### config.mk
export PLATFORM = sky130hd
export DESIGN_NAME = bcu_top
export DESIGN_NICKNAME = d
export VERILOG_FILES = /design/src/pkg/bcu_pkg.sv /design/src/core/bcu_cond.sv /design/src/core/bcu_top.sv
export SDC_FILE = /design/constraint.sdc
export NUM_CORES = 1
export LEC_CHECK = 0
export BUFFER_PORTS_ARGS = -buffer_cell sky130_fd_sc_hd__buf_2
export CORE_MARGIN = 2
export CORE_UTILIZATION = 55
export DETAILED_ROUTE_END_ITERATION = 8
export GPL_TIMING_DRIVEN = 1
export PLACE_DENSITY = 0.81
export SYNTH_ARGS = -nofsm -noshare
export SYNTH_HDL_FRONTEND = slang
export SYNTH_SLANG_ARGS = --single-unit
### constraint.sdc
create_clock -name pclk -period 2.5 [get_ports pclk]
set_input_delay 0.125 -clock pclk [delete_from_list [all_inputs] [get_ports pclk]]
set_output_delay 0.125 -clock pclk [all_outputs]
set_load 0.05 [all_outputs]
### src/pkg/bcu_pkg.sv
`default_nettype none
package bcu_pkg;
   localparam int unsigned BCU_DATA_W = 32;
   localparam int unsigned BCU_ADDR_W = 8;
   localparam int unsigned BCU_PC_W = 16;
   localparam int unsigned BCU_OFF_W = 8;
   localparam int unsigned BCU_FLAG_W = 4;

   // Register byte addresses.
   localparam logic [BCU_ADDR_W-1:0] BCU_ADDR_INSTR = 8'h00;
   localparam logic [BCU_ADDR_W-1:0] BCU_ADDR_PC = 8'h04;
   localparam logic [BCU_ADDR_W-1:0] BCU_ADDR_FLAGS = 8'h08;
   localparam logic [BCU_ADDR_W-1:0] BCU_ADDR_TARGET = 8'h0C;
   localparam logic [BCU_ADDR_W-1:0] BCU_ADDR_STATUS = 8'h10;

   // Instruction field positions.
   localparam int unsigned BCU_OPC_LSB = 8;
   localparam int unsigned BCU_OPC_MSB = 15;
   localparam int unsigned BCU_OFF_MSB = 7;

   // Condition flag positions in the flags register.
   localparam int unsigned BCU_FLAG_C = 0;
   localparam int unsigned BCU_FLAG_V = 1;
   localparam int unsigned BCU_FLAG_Z = 2;
   localparam int unsigned BCU_FLAG_N = 3;

   // Status register bit positions.
   localparam int unsigned BCU_STAT_TAKEN = 0;
   localparam int unsigned BCU_STAT_KNOWN = 1;
   localparam int unsigned BCU_STAT_DONE = 2;

   // Reset values.
   localparam logic [BCU_DATA_W-1:0] BCU_RST_WORD = 32'h0000_0000;
   localparam logic [BCU_FLAG_W-1:0] BCU_RST_FLAGS = 4'h0;

   // Opcode byte values, instruction bits 15 to 8.
   localparam logic [7:0] BCU_OP_BRANCH_ALWAYS = 8'h01;
   localparam logic [7:0] BCU_OP_BRANCH_IF_UNEQUAL = 8'h02;
   localparam logic [7:0] BCU_OP_BRANCH_IF_EQUAL = 8'h03;
   localparam logic [7:0] BCU_OP_BRANCH_SIGNED_NOT_LESS = 8'h04;
   localparam logic [7:0] BCU_OP_BRANCH_SIGNED_LESS = 8'h05;
   localparam logic [7:0] BCU_OP_BRANCH_SIGNED_GREATER = 8'h06;
   localparam logic [7:0] BCU_OP_BRANCH_SIGNED_AT_MOST = 8'h07;
   localparam logic [7:0] BCU_OP_BRANCH_IF_POSITIVE = 8'h80;
   localparam logic [7:0] BCU_OP_BRANCH_IF_NEGATIVE = 8'h81;
   localparam logic [7:0] BCU_OP_BRANCH_OVERFLOW_ZERO = 8'h84;
   localparam logic [7:0] BCU_OP_BRANCH_OVERFLOW_ONE = 8'h85;
   localparam logic [7:0] BCU_OP_BRANCH_CARRY_ZERO = 8'h86;
   localparam logic [7:0] BCU_OP_BRANCH_CARRY_ONE = 8'h87;
endpackage
`default_nettype wire

### src/core/bcu_cond.sv
`timescale 1ns/1ns
`default_nettype none
module bcu_cond
(
   input wire logic [7:0] opcode,
   input wire logic [bcu_pkg::BCU_FLAG_W-1:0] flags,
   output logic known,
   output logic taken
);
   import bcu_pkg::*;

   logic n;
   logic z;
   logic v;
   logic c;

   assign n = flags[BCU_FLAG_N];
   assign z = flags[BCU_FLAG_Z];
   assign v = flags[BCU_FLAG_V];
   assign c = flags[BCU_FLAG_C];

   // Decodes the opcode byte and tests the flags it names.
   always_comb
   begin
      known = 1'b1;
      taken = 1'b0;
      case (opcode)
         BCU_OP_BRANCH_ALWAYS: taken = 1'b1;
         BCU_OP_BRANCH_IF_EQUAL: taken = z;
         BCU_OP_BRANCH_IF_UNEQUAL: taken = ~z;
         BCU_OP_BRANCH_IF_NEGATIVE: taken = n;
         BCU_OP_BRANCH_IF_POSITIVE: taken = ~n;
         BCU_OP_BRANCH_CARRY_ONE: taken = c;
         BCU_OP_BRANCH_CARRY_ZERO: taken = ~c;
         BCU_OP_BRANCH_OVERFLOW_ONE: taken = v;
         BCU_OP_BRANCH_OVERFLOW_ZERO: taken = ~v;
         BCU_OP_BRANCH_SIGNED_LESS: taken = n ^ v;
         BCU_OP_BRANCH_SIGNED_NOT_LESS: taken = ~(n ^ v);
         BCU_OP_BRANCH_SIGNED_AT_MOST: taken = z | (n ^ v);
         BCU_OP_BRANCH_SIGNED_GREATER: taken = ~z & ~(n ^ v);
         default: known = 1'b0;
      endcase
   end
endmodule // bcu_cond
`default_nettype wire

### src/core/bcu_top.sv
`timescale 1ns/1ns
`default_nettype none
//
// Contract
// - Target adds offset times two to PC.
// - Base is address after the branch.
// - Offset is signed, bit 7 sign.
// - Reach 200 octal back, 177 forward.
// - Branches never change condition flags.
// - Unconditional branch always loads target.
// - Equal branch taken when Z set.
// - Unequal branch taken when Z clear.
// - Negative branch taken when N set.
// - Positive branch taken when N clear.
// - Carry-one branch taken when C set.
// - Carry-zero branch taken when C clear.
// - Overflow-one branch taken when V set.
// - Overflow-zero branch taken when V clear.
// - Signed less taken when N xor V.
// - Signed not-less taken when N equals V.
// - Signed at-most taken when Z or N^V.
// - Signed greater taken when !Z and N==V.
module bcu_top
#(
   parameter int unsigned PC_W = bcu_pkg::BCU_PC_W
)
(
   input wire logic pclk,
   input wire logic presetn,
   input wire logic psel,
   input wire logic penable,
   input wire logic pwrite,
   input wire logic [bcu_pkg::BCU_ADDR_W-1:0] paddr,
   input wire logic [bcu_pkg::BCU_DATA_W-1:0] pwdata,
   output logic [bcu_pkg::BCU_DATA_W-1:0] prdata,
   output logic pready,
   output logic pslverr,
   output logic pc_load,
   output logic [PC_W-1:0] next_pc,
   output logic [bcu_pkg::BCU_FLAG_W-1:0] flags_out
);
   import bcu_pkg::*;

   if (PC_W < BCU_OFF_W + 1 || PC_W > BCU_DATA_W)
   begin : g_bad_width
      $error("PC_W must lie between 9 and 32.");
   end

   logic setup;
   logic access;
   logic wr_instr;
   logic wr_pc;
   logic wr_flags;
   logic mapped;
   logic [7:0] opcode;
   logic [BCU_OFF_W-1:0] offset;
   logic [PC_W-1:0] disp;
   logic [PC_W-1:0] target;
   logic cond_known;
   logic cond_taken;

   logic [PC_W-1:0] pc_q;
   logic [PC_W-1:0] pc_d;
   logic [BCU_FLAG_W-1:0] flags_q;
   logic [BCU_FLAG_W-1:0] flags_d;
   logic [15:0] instr_q;
   logic [15:0] instr_d;
   logic [PC_W-1:0] next_pc_q;
   logic [PC_W-1:0] next_pc_d;
   logic taken_q;
   logic taken_d;
   logic known_q;
   logic known_d;
   logic done_q;
   logic done_d;
   logic load_q;
   logic load_d;
   logic [BCU_DATA_W-1:0] prdata_q;
   logic [BCU_DATA_W-1:0] prdata_d;
   logic slverr_q;
   logic slverr_d;

   assign setup = psel & ~penable;
   assign access = psel & penable;
   assign wr_instr = access & pwrite & (paddr == BCU_ADDR_INSTR);
   assign wr_pc = access & pwrite & (paddr == BCU_ADDR_PC);
   assign wr_flags = access & pwrite & (paddr == BCU_ADDR_FLAGS);

   // The opcode and offset come straight from the written instruction word.
   assign opcode = pwdata[BCU_OPC_MSB:BCU_OPC_LSB];
   assign offset = pwdata[BCU_OFF_MSB:0];

   // Sign extension of the word offset, then a shift to a byte count.
   assign disp = {{(PC_W-BCU_OFF_W-1){offset[BCU_OFF_W-1]}}, offset, 1'b0};
   // The base is the incremented PC held for the word after the branch.
   assign target = pc_q + disp;

   bcu_cond u_cond
   (
      .opcode(opcode),
      .flags(flags_q),
      .known(cond_known),
      .taken(cond_taken)
   );

   // Branch evaluation, launched by a write of the instruction register.
   always_comb
   begin
      pc_d = pc_q;
      instr_d = instr_q;
      next_pc_d = next_pc_q;
      taken_d = taken_q;
      known_d = known_q;
      done_d = done_q;
      load_d = 1'b0;
      if (wr_pc)
      begin
         pc_d = pwdata[PC_W-1:0];
      end
      if (wr_instr)
      begin
         instr_d = pwdata[15:0];
         known_d = cond_known;
         taken_d = cond_known & cond_taken;
         done_d = 1'b1;
         load_d = cond_known & cond_taken;
         if (cond_known & cond_taken)
         begin
            next_pc_d = target;
         end
         else
         begin
            next_pc_d = pc_q;
         end
      end
   end

   // Only software writes the flags; a branch never touches them.
   always_comb
   begin
      flags_d = flags_q;
      if (wr_flags)
      begin
         flags_d = pwdata[BCU_FLAG_W-1:0];
      end
   end

   always_ff @(posedge pclk or negedge presetn)
   begin
      if (!presetn)
      begin
         pc_q <= '0;
         flags_q <= BCU_RST_FLAGS;
         instr_q <= '0;
         next_pc_q <= '0;
         taken_q <= 1'b0;
         known_q <= 1'b0;
         done_q <= 1'b0;
         load_q <= 1'b0;
      end
      else
      begin
         pc_q <= pc_d;
         flags_q <= flags_d;
         instr_q <= instr_d;
         next_pc_q <= next_pc_d;
         taken_q <= taken_d;
         known_q <= known_d;
         done_q <= done_d;
         load_q <= load_d;
      end
   end

   // Read data and error are prepared in the setup phase.
   always_comb
   begin
      mapped = 1'b1;
      prdata_d = prdata_q;
      slverr_d = slverr_q;
      if (setup)
      begin
         prdata_d = BCU_RST_WORD;
         if (paddr == BCU_ADDR_INSTR)
         begin
            prdata_d[15:0] = instr_q;
         end
         else if (paddr == BCU_ADDR_PC)
         begin
            prdata_d[PC_W-1:0] = pc_q;
         end
         else if (paddr == BCU_ADDR_FLAGS)
         begin
            prdata_d[BCU_FLAG_W-1:0] = flags_q;
         end
         else if (paddr == BCU_ADDR_TARGET)
         begin
            prdata_d[PC_W-1:0] = next_pc_q;
         end
         else if (paddr == BCU_ADDR_STATUS)
         begin
            prdata_d[BCU_STAT_TAKEN] = taken_q;
            prdata_d[BCU_STAT_KNOWN] = known_q;
            prdata_d[BCU_STAT_DONE] = done_q;
         end
         else
         begin
            mapped = 1'b0;
         end
         if (!pwrite)
         begin
            slverr_d = ~mapped;
         end
         else
         begin
            slverr_d = ~mapped;
            prdata_d = BCU_RST_WORD;
         end
      end
   end

   always_ff @(posedge pclk or negedge presetn)
   begin
      if (!presetn)
      begin
         prdata_q <= BCU_RST_WORD;
         slverr_q <= 1'b0;
      end
      else
      begin
         prdata_q <= prdata_d;
         slverr_q <= slverr_d;
      end
   end

   assign pready = 1'b1;
   assign prdata = prdata_q;
   assign pslverr = slverr_q & access;
   assign pc_load = load_q;
   assign next_pc = next_pc_q;
   assign flags_out = flags_q;
endmodule // bcu_top
`default_nettype wire

[Yosys cells after proc, flatten, opt, wreduce, memory -nomap -nowiden]
Index checks and enable logic that the tools add are counted.
Word-level totals
  output and inout bits: 55
  bits of input ports: 45
  register bits after elaboration: 89
Operators by class
  equal/unequal tests: 17
  multiplexer cells: 18
  add/sub/neg operators: 1
  bitwise logic cells: 18
  reduce and logical (&&, ||, !) cells: 2
Operator list (number)
  16-bit 2-to-1 mux: 4
  8-bit equality test (second input constant): 6
  8-bit by 3-bit equality test with 1-bit output (second input constant): 5
  16-bit adder: 1
  8-bit by 2-bit equality test with 1-bit output (second input constant): 2
  8-bit by 4-bit equality test with 1-bit output (second input constant): 2
  13-bit 2-to-1 mux: 1
  1-bit one-hot mux with 13 select lines: 1
  13-bit OR reduction: 1
  12-bit 2-to-1 mux: 1
  1-bit AND: 9
  8-bit by 1-bit equality test with 1-bit output (second input constant): 1
  8-bit by 5-bit equality test with 1-bit output (second input constant): 1
  8-bit zero test: 1
  1-bit 2-to-1 mux: 8
  1-bit inverter: 7
  3-bit 2-to-1 mux: 2
  4-bit 2-to-1 mux: 1
  1-bit bitwise OR: 1
  1-bit XOR: 1

[Logic depth before layout (Yosys ltp)]
  depth in word-level cells: 8
  depth in mapped cells: 10
  gate-level depth less buffers: 10

[By module]
From an unflattened synthesis, not the netlist that was laid out.
Unflattened totals
  cells, all modules: 487
  area, all modules: 4225.3 um^2
By module, submodules not included
  bcu_top: times used 1, area each 4068.9 um^2, cells each 465
  bcu_cond: times used 1, area each 156.4 um^2, cells each 22

[Worst setup path before layout]
OpenSTA, ideal clock, no wires.
  path kind: reg-to-reg
  start point: register flags_q[1] (netlist: flags_out[1])
  end point: register next_pc_q[11] (netlist: next_pc[11])
  path slack: 0.279 ns
  clock period less this slack: 2.221 ns
  cell stages (with the launch flop): 8
  arrival: 2.089 ns
  path buffers: 2
  path through: dfrtp_1 xor2_2 nor4_1 o41a_1 buf_4 buf_8 mux2i_1 o21ai_1
On the way
  cells in the longest elaborated chain, start to end: 6
  elaborated cells between the ends (all ways): 8
RTL lines
  start: declaration: line bcu_top.sv:64  | logic [BCU_FLAG_W-1:0] flags_q;
  start signal: assignment: line bcu_top.sv:164  | flags_q <= flags_d;
  1-bit XOR
  1-bit inverter: line bcu_cond.sv:38, bcu_cond.sv:40
  1-bit AND: line bcu_cond.sv:40  | BCU_OP_BRANCH_SIGNED_GREATER: taken = ~z & ~(n ^ v);
  1-bit one-hot mux with 13 select lines *: line bcu_cond.sv:27  | case (opcode)
  1-bit AND *: line bcu_top.sv:127  | if (cond_known & cond_taken)
  16-bit 2-to-1 mux *: line bcu_top.sv:127
  end signal: assignment: line bcu_top.sv:166  | next_pc_q <= next_pc_d;
  end: declaration: line bcu_top.sv:68  | logic [PC_W-1:0] next_pc_q;
Mark *: on every way between the ends. The rest lies on a longest branch, timed or not.
A chain may end at the register's enable or synchronous reset.

[Worst setup path after layout]
  start point: register pc_q[2]
  end point: register next_pc_q[10] (netlist: next_pc[10])
On the way
  cells in the longest elaborated chain, start to end: 2
RTL lines
  start: declaration: line bcu_top.sv:62  | logic [PC_W-1:0] pc_q;
  start signal: assignment: line bcu_top.sv:163  | pc_q <= pc_d;
  16-bit adder: line bcu_top.sv:96  | assign target = pc_q + disp;
  16-bit 2-to-1 mux: line bcu_top.sv:127
Every way passes these cells.

==> metrics.yaml <==
fin_crit_ps: 2360
crit_type: "flop to flop"
hold_violations: 0
routedWlPerCell_um: 16.8
hpwl_um: 7570
netlist.area_leader.share_pct: 41.4
drt_wl_total_um: 10600
regArea_mm2: 0.00183
synth-seq-area-share_pct: 41.4
vias: 3704
grt_util_met1_pct: 34.7
diodes: 0
p_clk_share_pct: 43.8
met3_usage_pct: 4.35
syn_inst: 467
clock_skew_ps: 13.4
gp_congestion: 0.903
io_buffer_count: 66
critPathMaxFanout: 4
status: "completed"
syn_avg_cell_area_um2: 9.45
initial_core_util_pct: 56.8
worst_skew_pair.late_latency_ps: 350
critPathCaptureType: "flop"
synth_cell_type_count: 65
antenna_found_initial: 0
fillCellCount: 626
post_cts_buffers: 0
ant_nets: 0
fmax_ghz: 0.424
vdd_drop_max_v: 0.000332
rows: 32
rsz0062_at_grt: "false"
ioPinCount: 100
timing.slew.headroom_pct: 57.2
syn_area_mm2: 0.00441
drv_slew: 0
yosys_most_used_dff: "dfrtp_1"
cts_root_buf: "clkbuf_8"
clock_sinks: 73
track_usage_pct: 25.5
core_mm2: 0.00777
clkTransAtPathRegs_ps: 80
ys.warnings.count: 0
die_area_mm2: 0.00875
fin_area_mm2: 0.00505
placed_cell_area_mm2: 0.00478
power_frac_comb_pct: 11.4
drtIter0Drc: 237
multi_input_area_mm2: 0.00234
synth_top_area_cell: "dfrtp_1"
detail_route.first_pass.iterations: 5
die_h_um: 93.6
internal_power_mw: 2.00
areaGrowthSynthToFinish_pct: 14.5
cts_max_path_buffers: 2
p_per_area_mw_per_mm2: 531
fin_setup_tns_ps: 0
grt_pass1_vias: 3616
grt-busiest-layer: "met2"
vias_per_cell: 5.84
hold_path.class: "input pin to flop"
setup_viol: 0
grt_max_degree: 56
seqPwrFrac_pct: 44.8
cp.required_ps: 2770
synth_edf_count: 0
synth_area_leaders: "dfrtp_1 41%, nand2_1 7.6%, mux2_2 5.9%, mux2i_1 5.4%, o21ai_0 4.1%"
final_nets: 587
worst_pin_slew_ps: 642
swShare_pct: 25.4
cts_made_buffers: 9
fp.dieW_um: 93.6
layout_common_cells: "89 x nand2_1, 73 x dfrtp_1, 66 x buf_2"
tritoncts: "done"
arrival_ps: 2630
max_cap_violations: 0
switchingPower_uw: 681
finalCritPeriodShare_pct: 94.4
drc: 0
final_common_cell: "nand2_1"
start_kind: "flop"
htree_levels: 3
p_leak_nw: 2.58
grt_pass1_wl_um: 17400
synth-seq-cells: 73
grt_overflow: 0
met2_usage_pct: 41.2
drive_gt1_share_pct: 25.0
synthArstFlopShare_pct: 100
==> power groups by stage <==
| stage | sequential [mW] | combinational [mW] | clock (mW) |
|---|---|---|---|
| 2_1_floorplan | 1.23 | 0.219 | 0 |
| 3_3_place_gp | 1.22 | 0.291 | 0 |
| 3_5_place_dp | 1.22 | 0.300 | 0 |
| 4_1_cts | 1.20 | 0.304 | 1.18 |
| 5_1_grt | 1.20 | 0.332 | 1.24 |
| 6_report | 1.20 | 0.305 | 1.18 |
==> kinds of logic after synthesis <==
group	Yosys count	share of synthesized area, %
and+or+nand+nor	153	16.8
adders and majority gates	15	4.42
AOI/OAI and AO/OA	107	16.1
buffers and inverters	58	7.00
xor gates and xnor gates	11	2.35
muxes	48	11.8
other	2	0.170
DFF	73	41.4
==> synthesized netlist by cell type, drive strengths merged (4+ instances only) <==
| library cell | count |
|---|---|
| and2 | 5 |
| inv | 11 |
| nor3 | 13 |
| a31oi | 7 |
| xnor2 | 7 |
| a21oi | 20 |
| mux2 | 23 |
| o21ai | 41 |
| ha | 14 |
| nand2b | 5 |
| dfrtp | 73 |
| buf | 27 |
| a22o | 13 |
| nand3 | 5 |
| a21o | 5 |
| nand4 | 4 |
| nand2 | 89 |
| nor4 | 5 |
| mux2i | 24 |
| clkbuf | 20 |
| nor2 | 10 |
| xor2 | 4 |
==> per-stage QoR <==
step                      power (mW)  worst slack (ps)  util, %  hold slack [ps]  std cells
final                           2.68               140     65.1             11.9        634
after global routing            2.77              18.1     65.1             21.4        634
after CTS                       2.69               140     65.0             2.14        634
after detailed placement        1.52               169     61.5              106        616
after global placement          1.52               208     61.5             85.0        616
after floorplan                 1.45               279        -             -171        482
==> what timing repair did <==
action / 4_1_cts / 5_1_grt
hold buffers: 2 / 0
endpoints found under the hold margin: 19 / 0
endpoints found under the setup margin: 0 / 1
gates resized for setup: 0 / 1
==> critical path, stage by stage, from the launching register on <==
cell      delay (ps)
dfrtp_1          410
ha_1             280
a21o_1           120
a21o_1           160
a31oi_1          160
o311ai_0         600
buf_4            230
xor2_1           150
nand3_1           90
o211ai_1          90
==> area by class of cell <==
type,instances,share of cell area [%]
tap,102,2.53
sequential,73,36.1
clock buffer,12,3.07
clock inverter,4,1.96
inverter,11,0.817
timing repair buffer,81,9.11
multi-input combinational,351,46.4
==> layer usage <==
metal  share of wire (%)  vias up  wire (um)
li1                    -     1742          -
met1                  44     1791       4680
met2                  48      157       5130
met3                 6.3       14        673
met4                 1.3        0        139
met5                   0        -          0
==> flip-flops by register name (all words and copies together) (netlist names), 4 cells and up <==
signal / cells
next_pc: 16
instr_q: 16
pc_q: 16
prdata: 16
flags_out: 4
==> path summary, 6_finish.rpt <==
path                                        start                 endpoint  slack (ps)  cells past startpoint
setup reg to reg              pc_q[2]$_DFFE_PN0P_  next_pc[10]$_DFFE_PN0P_         140                      9
hold / removal                         pwdata[11]  instr_q[11]$_DFFE_PN0P_          10                      3
min in group asynchronous                 presetn   instr_q[6]$_DFFE_PN0P_         250                      2
hold reg to reg            instr_q[8]$_DFFE_PN0P_   instr_q[8]$_DFFE_PN0P_         470                      2
max in group asynchronous                 presetn      known_q$_DFFE_PN0P_        1590                      3
setup / recovery              pc_q[2]$_DFFE_PN0P_  next_pc[10]$_DFFE_PN0P_         140                      9
(Power assumes the default switching activity.)
